`config.mk`:
```
export PLATFORM = sky130hd
export DESIGN_NAME = iets_device_flat
export DESIGN_NICKNAME = d
export VERILOG_FILES = /design/src/logic/iets_link_if.sv /design/src/logic/iets_device.sv /design/src/flat_wrapper.sv
export VERILOG_INCLUDE_DIRS = /design/src /design/src/logic
export SDC_FILE = /design/constraint.sdc
export NUM_CORES = 1
export LEC_CHECK = 0
export BUFFER_PORTS_ARGS = -buffer_cell sky130_fd_sc_hd__buf_2
export CORE_UTILIZATION = 53
export CTS_CLUSTER_DIAMETER = 50
export DETAILED_ROUTE_END_ITERATION = 7
export PLACE_DENSITY = 0.85
export REMOVE_ABC_BUFFERS = 1
export SETUP_SLACK_MARGIN = 0.05
export SLEW_MARGIN = 20
export SYNTH_ARGS = -nofsm -noshare
export SYNTH_HDL_FRONTEND = slang
export SYNTH_SLANG_ARGS = --single-unit
```
`constraint.sdc`:
```
create_clock -name ref_clk -period 28.5 [get_ports ref_clk]
set_input_delay 4.275 -clock ref_clk [delete_from_list [all_inputs] [get_ports ref_clk]]
set_output_delay 4.275 -clock ref_clk [all_outputs]
set_load 0.005 [all_outputs]
```
`src/logic/iets_params.svh`:
```
// Behaviour
// - four header bytes precede configuration content
// - byte four holds version code one
// - slot count one to eight; zero disables
// - slot entries of six bytes from byte six
// - entry byte one carries two-bit data format
// - four control bytes, two bits per input
// - 00/10 off, 11 rising, 01 falling incoming
// - enabled inputs stamp both transitions
// - master writes configuration record first
// - host reads reported record on new flag
// - host clears new flag after saving
// - bad record number or unconfigured reads error
`ifndef IETS_PARAMS_SVH
`define IETS_PARAMS_SVH
`define IETS_HDR_BYTES      8'h04
`define IETS_VER_BYTE       8'h04
`define IETS_CNT_BYTE       8'h05
`define IETS_FIRST_SLOT     8'h06
`define IETS_ENTRY_BYTES    8'h06
`define IETS_VERSION        8'h01
`define IETS_MAX_SLOTS      8'h08
`define IETS_SLOT_LO        8'h04
`define IETS_SLOT_HI        8'h0b
`define IETS_REC_CFG        8'hf0
`define IETS_REC_MSG_LO     8'h64
`define IETS_REC_MSG_HI     8'h72
`define IETS_ERR_CODE       16'h80b0
`define IETS_REG_CTRL       4'h0
`define IETS_REG_STAT       4'h1
`define IETS_REG_MASK       4'h2
`define IETS_REG_REC        4'h3
`define IETS_REG_DATA       4'h4
`define IETS_REG_RESULT     4'h5
`define IETS_REG_RDATA      4'h6
`endif

```
`src/logic/iets_link_if.sv`:
```
`timescale 1ns/1ps
interface iets_link_if;
   // record write: start, bytes, end
   logic       wr_start;
   logic       wr_valid;
   logic [7:0] wr_byte;
   logic       wr_end;
   logic [7:0] rec_num;
   logic       wr_ack;
   logic       wr_err;
   // record read
   logic       rd_req;
   logic       rd_ack;
   logic       rd_err;
   logic [15:0] rd_code;
   logic [7:0] rd_byte;
   // message event
   logic       msg_new;
   logic [7:0] msg_rec;
   modport dev (input wr_start, wr_valid, wr_byte, wr_end, rec_num, rd_req,
      output wr_ack, wr_err, rd_ack, rd_err, rd_code, rd_byte, msg_new,
      msg_rec);
   modport host (output wr_start, wr_valid, wr_byte, wr_end, rec_num,
      rd_req, input wr_ack, wr_err, rd_ack, rd_err, rd_code, rd_byte,
      msg_new, msg_rec);
endinterface // iets_link_if

```
`src/logic/iets_device.sv`:
```
`timescale 1ns/1ps
`include "iets_params.svh"
module iets_device #(
   parameter int SLOTS  = 8,
   parameter int INPUTS = 16
) (
   // clock and reset
   input  wire logic                  ref_clk,
   input  wire logic                  reset,
   // link
   iets_link_if.dev                   link,
   // message source
   input  wire logic                  msg_event,
   input  wire logic [7:0]            msg_event_rec,
   input  wire logic [7:0]            msg_data,
   // decoded configuration
   output logic                       stamp_active,
   output logic [SLOTS-1:0][7:0]      slot_number,
   output logic [SLOTS-1:0][1:0]      value_status_format,
   output logic [SLOTS-1:0][7:0]      input_count,
   output logic [SLOTS-1:0][INPUTS-1:0] input_stamp_enable,
   output logic [SLOTS-1:0][INPUTS-1:0] input_incoming_transition_select
);
   typedef struct packed {
      logic [7:0]                      idx;
      logic                            bad;
      logic [7:0]                      cnt;
      logic [SLOTS-1:0][7:0]           sn;
      logic [SLOTS-1:0][1:0]           df;
      logic [SLOTS-1:0][7:0]           ic;
      logic [SLOTS-1:0][INPUTS-1:0]    en;
      logic [SLOTS-1:0][INPUTS-1:0]    rise;
      logic                            act;
      logic                            cfgd;
      logic [SLOTS-1:0][7:0]           sn_c;
      logic [SLOTS-1:0][1:0]           df_c;
      logic [SLOTS-1:0][7:0]           ic_c;
      logic [SLOTS-1:0][INPUTS-1:0]    en_c;
      logic [SLOTS-1:0][INPUTS-1:0]    rise_c;
      logic                            wr_ack;
      logic                            wr_err;
      logic                            rd_ack;
      logic                            rd_err;
      logic [15:0]                     rd_code;
      logic [7:0]                      rd_byte;
      logic                            msg_new;
      logic [7:0]                      msg_rec;
   } iets_dev_s;
   iets_dev_s s_r;
   iets_dev_s s_nxt;
   logic [7:0] off;
   logic [7:0] ent;
   logic [7:0] pos;
   always_comb
   begin
      s_nxt = s_r;
      s_nxt.wr_ack = 1'b0;
      s_nxt.wr_err = 1'b0;
      s_nxt.rd_ack = 1'b0;
      s_nxt.rd_err = 1'b0;
      s_nxt.msg_new = 1'b0;
      off = s_r.idx - `IETS_FIRST_SLOT;
      ent = off / `IETS_ENTRY_BYTES;
      pos = off % `IETS_ENTRY_BYTES;
      if (link.wr_start)
      begin
         s_nxt.idx = 8'h00;
         s_nxt.bad = (link.rec_num != `IETS_REC_CFG);
         s_nxt.cnt = 8'h00;
         s_nxt.en = '0;
         s_nxt.rise = '0;
         s_nxt.sn = '0;
         s_nxt.df = '0;
         s_nxt.ic = '0;
      end
      else if (link.wr_valid)
      begin
         s_nxt.idx = s_r.idx + 8'h01;
         if (s_r.idx < `IETS_HDR_BYTES)
            s_nxt.bad = s_r.bad;
         else if (s_r.idx == `IETS_VER_BYTE)
         begin
            if (link.wr_byte[3:0] != 4'(`IETS_VERSION))
               s_nxt.bad = 1'b1;
         end
         else if (s_r.idx == `IETS_CNT_BYTE)
         begin
            s_nxt.cnt = {4'h0, link.wr_byte[3:0]};
            if (link.wr_byte[3:0] > 4'(`IETS_MAX_SLOTS))
               s_nxt.bad = 1'b1;
         end
         else if (ent < s_r.cnt && ent < 8'(SLOTS))
         begin
            unique case (pos)
               8'h00:
               begin
                  s_nxt.sn[ent[2:0]] = link.wr_byte;
                  if (link.wr_byte < `IETS_SLOT_LO ||
                      link.wr_byte > `IETS_SLOT_HI)
                     s_nxt.bad = 1'b1;
               end
               8'h01:
               begin
                  s_nxt.df[ent[2:0]] = link.wr_byte[7:6];
                  s_nxt.ic[ent[2:0]] = {2'h0, link.wr_byte[5:0]};
                  if (link.wr_byte[7])
                     s_nxt.bad = 1'b1;
               end
               default:
               begin
                  for (int i = 0; i < 4; i++)
                  begin
                     s_nxt.en[ent[2:0]][(pos - 8'h02) * 4 + i] =
                        link.wr_byte[2*i] ;
                     s_nxt.rise[ent[2:0]][(pos - 8'h02) * 4 + i] =
                        link.wr_byte[2*i+1];
                  end
               end
            endcase
         end
      end
      if (link.wr_end)
      begin
         s_nxt.wr_ack = 1'b1;
         if (s_r.bad || s_r.idx < `IETS_FIRST_SLOT ||
             s_r.idx < `IETS_FIRST_SLOT + s_r.cnt * `IETS_ENTRY_BYTES)
         begin
            if (!(s_r.cnt == 8'h00 && !s_r.bad &&
                  s_r.idx >= `IETS_FIRST_SLOT))
               s_nxt.wr_err = 1'b1;
         end
         if (!s_nxt.wr_err)
         begin
            s_nxt.cfgd = 1'b1;
            s_nxt.act = (s_r.cnt != 8'h00);
            s_nxt.sn_c = s_r.sn;
            s_nxt.df_c = s_r.df;
            s_nxt.ic_c = s_r.ic;
            s_nxt.en_c = s_r.en;
            s_nxt.rise_c = s_r.rise;
         end
      end
      if (link.rd_req)
      begin
         s_nxt.rd_ack = 1'b1;
         s_nxt.rd_byte = msg_data;
         s_nxt.rd_code = 16'h0000;
         if (!s_r.cfgd || link.rec_num < `IETS_REC_MSG_LO ||
             link.rec_num > `IETS_REC_MSG_HI)
         begin
            s_nxt.rd_err = 1'b1;
            s_nxt.rd_code = `IETS_ERR_CODE;
         end
      end
      if (msg_event && s_r.act)
      begin
         s_nxt.msg_new = 1'b1;
         s_nxt.msg_rec = msg_event_rec;
      end
   end
   always_ff @(posedge ref_clk or posedge reset)
   begin
      if (reset)
         s_r <= '0;
      else
         s_r <= s_nxt;
   end
   assign link.wr_ack = s_r.wr_ack;
   assign link.wr_err = s_r.wr_err;
   assign link.rd_ack = s_r.rd_ack;
   assign link.rd_err = s_r.rd_err;
   assign link.rd_code = s_r.rd_code;
   assign link.rd_byte = s_r.rd_byte;
   assign link.msg_new = s_r.msg_new;
   assign link.msg_rec = s_r.msg_rec;
   assign stamp_active = s_r.act;
   assign slot_number = s_r.sn_c;
   assign value_status_format = s_r.df_c;
   assign input_count = s_r.ic_c;
   assign input_stamp_enable = s_r.en_c;
   assign input_incoming_transition_select = s_r.rise_c;
endmodule // iets_device

```
`src/flat_wrapper.sv`:
```
// flat-port wrapper written by rule: the top's interface ports become plain ports
module iets_device_flat 
#(
   parameter int SLOTS  = 8,
   parameter int INPUTS = 16
)
  (ref_clk, reset, msg_event, msg_event_rec, msg_data, stamp_active, slot_number, value_status_format, input_count, input_stamp_enable, input_incoming_transition_select, link_wr_start, link_wr_valid, link_wr_byte, link_wr_end, link_rec_num, link_rd_req, link_wr_ack, link_wr_err, link_rd_ack, link_rd_err, link_rd_code, link_rd_byte, link_msg_new, link_msg_rec);
  iets_link_if link_i ();
  input  wire logic ref_clk;
  input  wire logic reset;
  input  wire logic msg_event;
  input  wire logic [7:0] msg_event_rec;
  input  wire logic [7:0] msg_data;
  output logic stamp_active;
  output logic [SLOTS-1:0][7:0] slot_number;
  output logic [SLOTS-1:0][1:0] value_status_format;
  output logic [SLOTS-1:0][7:0] input_count;
  output logic [SLOTS-1:0][INPUTS-1:0] input_stamp_enable;
  output logic [SLOTS-1:0][INPUTS-1:0] input_incoming_transition_select;
  input wire logic [$bits(link_i.wr_start)-1:0] link_wr_start;
  input wire logic [$bits(link_i.wr_valid)-1:0] link_wr_valid;
  input wire logic [$bits(link_i.wr_byte)-1:0] link_wr_byte;
  input wire logic [$bits(link_i.wr_end)-1:0] link_wr_end;
  input wire logic [$bits(link_i.rec_num)-1:0] link_rec_num;
  input wire logic [$bits(link_i.rd_req)-1:0] link_rd_req;
  output wire logic [$bits(link_i.wr_ack)-1:0] link_wr_ack;
  output wire logic [$bits(link_i.wr_err)-1:0] link_wr_err;
  output wire logic [$bits(link_i.rd_ack)-1:0] link_rd_ack;
  output wire logic [$bits(link_i.rd_err)-1:0] link_rd_err;
  output wire logic [$bits(link_i.rd_code)-1:0] link_rd_code;
  output wire logic [$bits(link_i.rd_byte)-1:0] link_rd_byte;
  output wire logic [$bits(link_i.msg_new)-1:0] link_msg_new;
  output wire logic [$bits(link_i.msg_rec)-1:0] link_msg_rec;
  assign link_i.wr_start = link_wr_start;
  assign link_i.wr_valid = link_wr_valid;
  assign link_i.wr_byte = link_wr_byte;
  assign link_i.wr_end = link_wr_end;
  assign link_i.rec_num = link_rec_num;
  assign link_i.rd_req = link_rd_req;
  assign link_wr_ack = link_i.wr_ack;
  assign link_wr_err = link_i.wr_err;
  assign link_rd_ack = link_i.rd_ack;
  assign link_rd_err = link_i.rd_err;
  assign link_rd_code = link_i.rd_code;
  assign link_rd_byte = link_i.rd_byte;
  assign link_msg_new = link_i.msg_new;
  assign link_msg_rec = link_i.msg_rec;
  iets_device #(.SLOTS(SLOTS), .INPUTS(INPUTS)) u_core (.ref_clk(ref_clk), .reset(reset), .link(link_i), .msg_event(msg_event), .msg_event_rec(msg_event_rec), .msg_data(msg_data), .stamp_active(stamp_active), .slot_number(slot_number), .value_status_format(value_status_format), .input_count(input_count), .input_stamp_enable(input_stamp_enable), .input_incoming_transition_select(input_incoming_transition_select));
endmodule
```
==> impl_metrics.prom <==
# TYPE chip_impl_metric gauge
chip_impl_metric{name="clk_latency_worst_skew_pair",unit="ps"} 660
chip_impl_metric{name="placer_congestion",unit=""} 0.874
chip_impl_metric{name="crit_required",unit="ps"} 28990
chip_impl_metric{name="leakagePower",unit="nW"} 20.8
chip_impl_metric{name="ant_nets",unit=""} 0
chip_impl_info{name="run_status",value="finished clean"} 1
chip_impl_metric{name="report.final.hold_viol_count",unit=""} 0
chip_impl_metric{name="vias_per_cell",unit=""} 5.67
chip_impl_metric{name="power_density",unit="nW/um^2"} 61.8
chip_impl_metric{name="avgRoutedWirePerCell",unit="um"} 22.7
chip_impl_metric{name="pwr-share-comb",unit=""} 0.070
chip_impl_info{name="timing.critical_path.max_delay_family",value="simple AND/OR/NAND/NOR gates"} 1
chip_impl_metric{name="groute.usage.overall",unit=""} 0.254
chip_impl_metric{name="period_needed",unit="ps"} 8170
chip_impl_metric{name="cts_htree_levels",unit=""} 3
chip_impl_metric{name="number_of_buffers_on_the_longest_clock_path",unit=""} 3
chip_impl_metric{name="number_of_antenna_violations_at_the_first_check_in_global_routing",unit=""} 1
chip_impl_metric{name="post_synth_instance_area",unit="um^2"} 37500
chip_impl_metric{name="grt_max_degree",unit=""} 199
chip_impl_metric{name="finish.instance_area",unit="um^2"} 40300
chip_impl_metric{name="wl",unit="um"} 91800
chip_impl_metric{name="slew-limit-headroom",unit=""} 0.258
chip_impl_metric{name="via_count",unit=""} 22929
chip_impl_metric{name="post_synth_inst_count",unit=""} 3057
chip_impl_metric{name="design.portCount",unit=""} 477
chip_impl_info{name="timing.critical_path.cells",value="ha_1, nor3_1, xnor2_1, a211oi_1, o21a_1, or4_1, mux2i_2, and2_1, xnor2_2, clkinv_1, ha_1, inv_1, a211oi_1, nand4_4, or4_1, mux2i_1"} 1
chip_impl_metric{name="clock-skew-final",unit="ps"} 29.6
chip_impl_info{name="crit_end_category",value="register"} 1
chip_impl_metric{name="clock_network_fraction_of_total_power",unit=""} 0.462
chip_impl_info{name="layout_common_cells",value="sky130_fd_sc_hd__dfrtp_1, sky130_fd_sc_hd__buf_2, sky130_fd_sc_hd__mux2_2"} 1
chip_impl_metric{name="total_of_max_cap_violations",unit=""} 0
chip_impl_metric{name="coreArea",unit="um^2"} 70000
chip_impl_metric{name="design.die.area",unit="um^2"} 71800
chip_impl_metric{name="worst_ir_drop_vdd",unit="uV"} 55.2
chip_impl_metric{name="final_cell_count_no_fill",unit=""} 4043
chip_impl_metric{name="total_switching_power",unit="mW"} 0.621
chip_impl_metric{name="residual_drc_count",unit=""} 0
chip_impl_metric{name="finalSetupTns",unit="ps"} 0
chip_impl_metric{name="yosys_register_bits",unit=""} 805
chip_impl_metric{name="n_antenna_cell",unit=""} 0
chip_impl_info{name="min_path_type",value="register to register"} 1
chip_impl_metric{name="arrival",unit="ps"} 8650
chip_impl_metric{name="synth-seq-area-share",unit=""} 0.537
chip_impl_metric{name="die_height",unit="um"} 268
chip_impl_metric{name="placement.io_buffers",unit=""} 448
chip_impl_metric{name="setup_viol",unit=""} 0
chip_impl_metric{name="numPlacedInstances",unit=""} 3886
chip_impl_metric{name="drt_pass1_iterations",unit=""} 5
chip_impl_metric{name="critical_path_buffers_and_inverters",unit=""} 2
chip_impl_metric{name="fillers",unit=""} 5524
chip_impl_metric{name="pre_cts_ws",unit="ps"} 20400
chip_impl_metric{name="timing.critical_path.slowest_cell_delay",unit="ps"} 1090
chip_impl_metric{name="pins_over_slew_limit",unit=""} 0
chip_impl_metric{name="setup_ws",unit="ps"} 20330
chip_impl_metric{name="fmax",unit="GHz"} 0.122
chip_impl_info{name="post_synth_top_flop",value="sky130_fd_sc_hd__dfrtp_1"} 1
chip_impl_metric{name="cts_num_sinks",unit=""} 805
chip_impl_metric{name="internal_power",unit="mW"} 1.87
chip_impl_metric{name="cts_buffers",unit=""} 89
chip_impl_metric{name="cts.clk_slew.worst_paths",unit="ps"} 60
chip_impl_metric{name="worstMarginPinSlew",unit="ps"} 1110
chip_impl_metric{name="initial_core_util",unit=""} 0.535
chip_impl_metric{name="first_global_vias",unit=""} 23148
chip_impl_metric{name="syn_avg_cell_area",unit="um^2"} 12.3
chip_impl_info{name="tritoncts",value="yes"} 1
chip_impl_metric{name="area_added_between_synthesis_and_finish",unit="%"} 7.37
chip_impl_metric{name="first_iter_violations",unit=""} 1648
chip_impl_info{name="critPathKind",value="register to register"} 1
chip_impl_metric{name="p_seq_frac",unit=""} 0.468
chip_impl_metric{name="placed_area",unit="um^2"} 37300
chip_impl_metric{name="synth-edff-count",unit=""} 0
chip_impl_metric{name="die_width",unit="um"} 268
chip_impl_metric{name="overall_power_of_the_completed_layout",unit="mW"} 2.49
chip_impl_metric{name="grt_overflow",unit=""} 0
chip_impl_metric{name="synth.distinct_cells",unit=""} 90
chip_impl_metric{name="cts.repair_timing.setup_buffer_count",unit=""} 0
chip_impl_info{name="type_of_element_launching_the_critical_path",value="register"} 1
chip_impl_metric{name="fin_worst_hold_slack",unit="ps"} 471
chip_impl_metric{name="layout_worst_path_cycle_share",unit=""} 0.287
chip_impl_metric{name="cts_hold_buffers",unit=""} 0
chip_impl_info{name="timing.critical_path.slowest_stage_cell",value="sky130_fd_sc_hd__or4_1"} 1
chip_impl_metric{name="final_layout_size_suffix_gt1_frac",unit=""} 0.335
chip_impl_info{name="unrepaired_setup_endpoints_after_global_routing",value="no"} 1
chip_impl_metric{name="power_switching_share",unit=""} 0.249
chip_impl_metric{name="rows",unit=""} 97
chip_impl_metric{name="hpwl",unit="um"} 59000
chip_impl_info{name="clockRootBuffer",value="sky130_fd_sc_hd__clkbuf_16"} 1
chip_impl_metric{name="synth.yosys.warnings",unit=""} 0
chip_impl_metric{name="fin_nets",unit=""} 3103
chip_impl_metric{name="final_core_utilization",unit=""} 0.575
chip_impl_metric{name="post_cts_resized",unit=""} 0
chip_impl_metric{name="path_max_fanout",unit=""} 36
chip_impl_metric{name="synth-async-reset-ratio",unit=""} 1.00
chip_impl_metric{name="wire_length_of_the_first_global_routing_pass",unit="um"} 139000
chip_impl_info{name="layout.cells.most_common",value="sky130_fd_sc_hd__dfrtp_1"} 1
## path summary, 6_finish.rpt
path / cells after the start / end / startpoint / slack, ps
worst max-delay path: 16 / u_core.s_r[493]$_DFFE_PP0P_ / u_core.s_r[850]$_DFFE_PP0N_ / 20330
worst min-delay path: 2 / u_core.input_stamp_enable[36]$_DFFE_PP0P_ / u_core.input_stamp_enable[36]$_DFFE_PP0P_ / 470
worst max register to register: 16 / u_core.s_r[493]$_DFFE_PP0P_ / u_core.s_r[850]$_DFFE_PP0N_ / 20330
worst min register to register: 2 / u_core.input_stamp_enable[36]$_DFFE_PP0P_ / u_core.input_stamp_enable[36]$_DFFE_PP0P_ / 470
max in group asynchronous: 5 / u_core.s_r[455]$_DFFE_PP0P_ / reset / 21550
min in group asynchronous: 2 / u_core.slot_number[33]$_DFFE_PP0P_ / reset / 3860
## cells by family (layout without fill, tap and decap cells)
kind of cell             count (synthesis)  count (layout)  share of synthesized area
AND/OR/NAND/NOR                        583             583                     0.0960
adder cells (fa/ha/maj)                 27              27                    0.00921
flip-flops                             805             805                      0.537
multiplexers                           597             597                      0.171
other                                    1              28                   0.000100
XOR/XNOR                                19              19                    0.00484
AO/OA/AOI/OAI                          327             327                     0.0655
buffers and inverters                  698             717                      0.116
## power by group through the flow
| stage | Combinational (mW) | Sequential (mW) | Clock, mW |
|---|---|---|---|
| after floorplan | 0.0985 | 1.19 | 0 |
| after global placement | 0.174 | 1.18 | 0 |
| after detailed placement | 0.176 | 1.18 | 0 |
| after CTS | 0.176 | 1.16 | 1.17 |
| after global routing | 0.189 | 1.16 | 1.21 |
| final | 0.175 | 1.16 | 1.15 |
## final cells by class
type	count	area, um^2	share of cell area
clock buffer	114	2430	0.0604
sequential	805	20100	0.500
clock inverter	43	523	0.0130
timing repair buffer	485	2540	0.0631
multi-input combinational	1581	13200	0.327
inverter	75	289	0.00718
tap	940	1180	0.0292
## cell usage after synthesis (all sizes together), types with 5 or more instances
cell,instances,area share
or3,13,0.0024
o2bb2ai,17,0.0040
and3,8,0.0015
a22o,32,0.0075
a211oi,7,0.0014
mux2,352,0.11
nand2,92,0.0093
and2,7,0.0012
mux2i,245,0.066
inv,74,0.0074
buf,487,0.095
o21a,11,0.0022
or4,18,0.0037
a32o,32,0.0085
ha,26,0.0087
nand4,11,0.0022
clkbuf,136,0.014
a31oi,9,0.0017
nor4,21,0.0093
nand3,36,0.0049
a2bb2oi,5,0.0012
nor2b,17,0.0028
o211ai,8,0.0016
nand3b,14,0.0028
nor3,24,0.0050
o21ai,86,0.012
dfrtp,805,0.54
o32ai,51,0.012
a21oi,24,0.0033
nand2b,249,0.042
xnor2,17,0.0044
nor2,57,0.0057
## worst reg2reg max path: stages, from the launching register on
cell and delay (ps):
sky130_fd_sc_hd__dfrtp_1 720, sky130_fd_sc_hd__ha_1 910, sky130_fd_sc_hd__nor3_1 310, sky130_fd_sc_hd__xnor2_1 360
sky130_fd_sc_hd__a211oi_1 150, sky130_fd_sc_hd__o21a_1 230, sky130_fd_sc_hd__or4_1 750, sky130_fd_sc_hd__mux2i_2 290
sky130_fd_sc_hd__and2_1 280, sky130_fd_sc_hd__xnor2_2 550, sky130_fd_sc_hd__clkinv_1 460, sky130_fd_sc_hd__ha_1 410
sky130_fd_sc_hd__inv_1 40, sky130_fd_sc_hd__a211oi_1 340, sky130_fd_sc_hd__nand4_4 910, sky130_fd_sc_hd__or4_1 1110
sky130_fd_sc_hd__mux2i_1 210
## registers in the layout, indices dropped and copies added, names as in the netlist
name / count
u_core.input_count: 48
u_core.input_incoming_transition_select: 128
u_core.input_stamp_enable: 128
u_core.link.msg_new: 1
u_core.link.msg_rec: 8
u_core.link.rd_ack: 1
u_core.link.rd_byte: 8
u_core.link.rd_code: 1
u_core.link.rd_err: 1
u_core.link.wr_ack: 1
u_core.link.wr_err: 1
u_core.s_r: 398
u_core.slot_number: 64
u_core.stamp_active: 1
u_core.value_status_format: 16
## metal layers
layer / vias up / wire [um] / global-route usage
met5: - / 13 / 0
li1: 10099 / - / -
met3: 166 / 6500 / 0.0645
met1: 11874 / 38600 / 0.333
met4: 2 / 2960 / 0.0984
met2: 788 / 43700 / 0.405
Power figures use the tool's default switching activity.
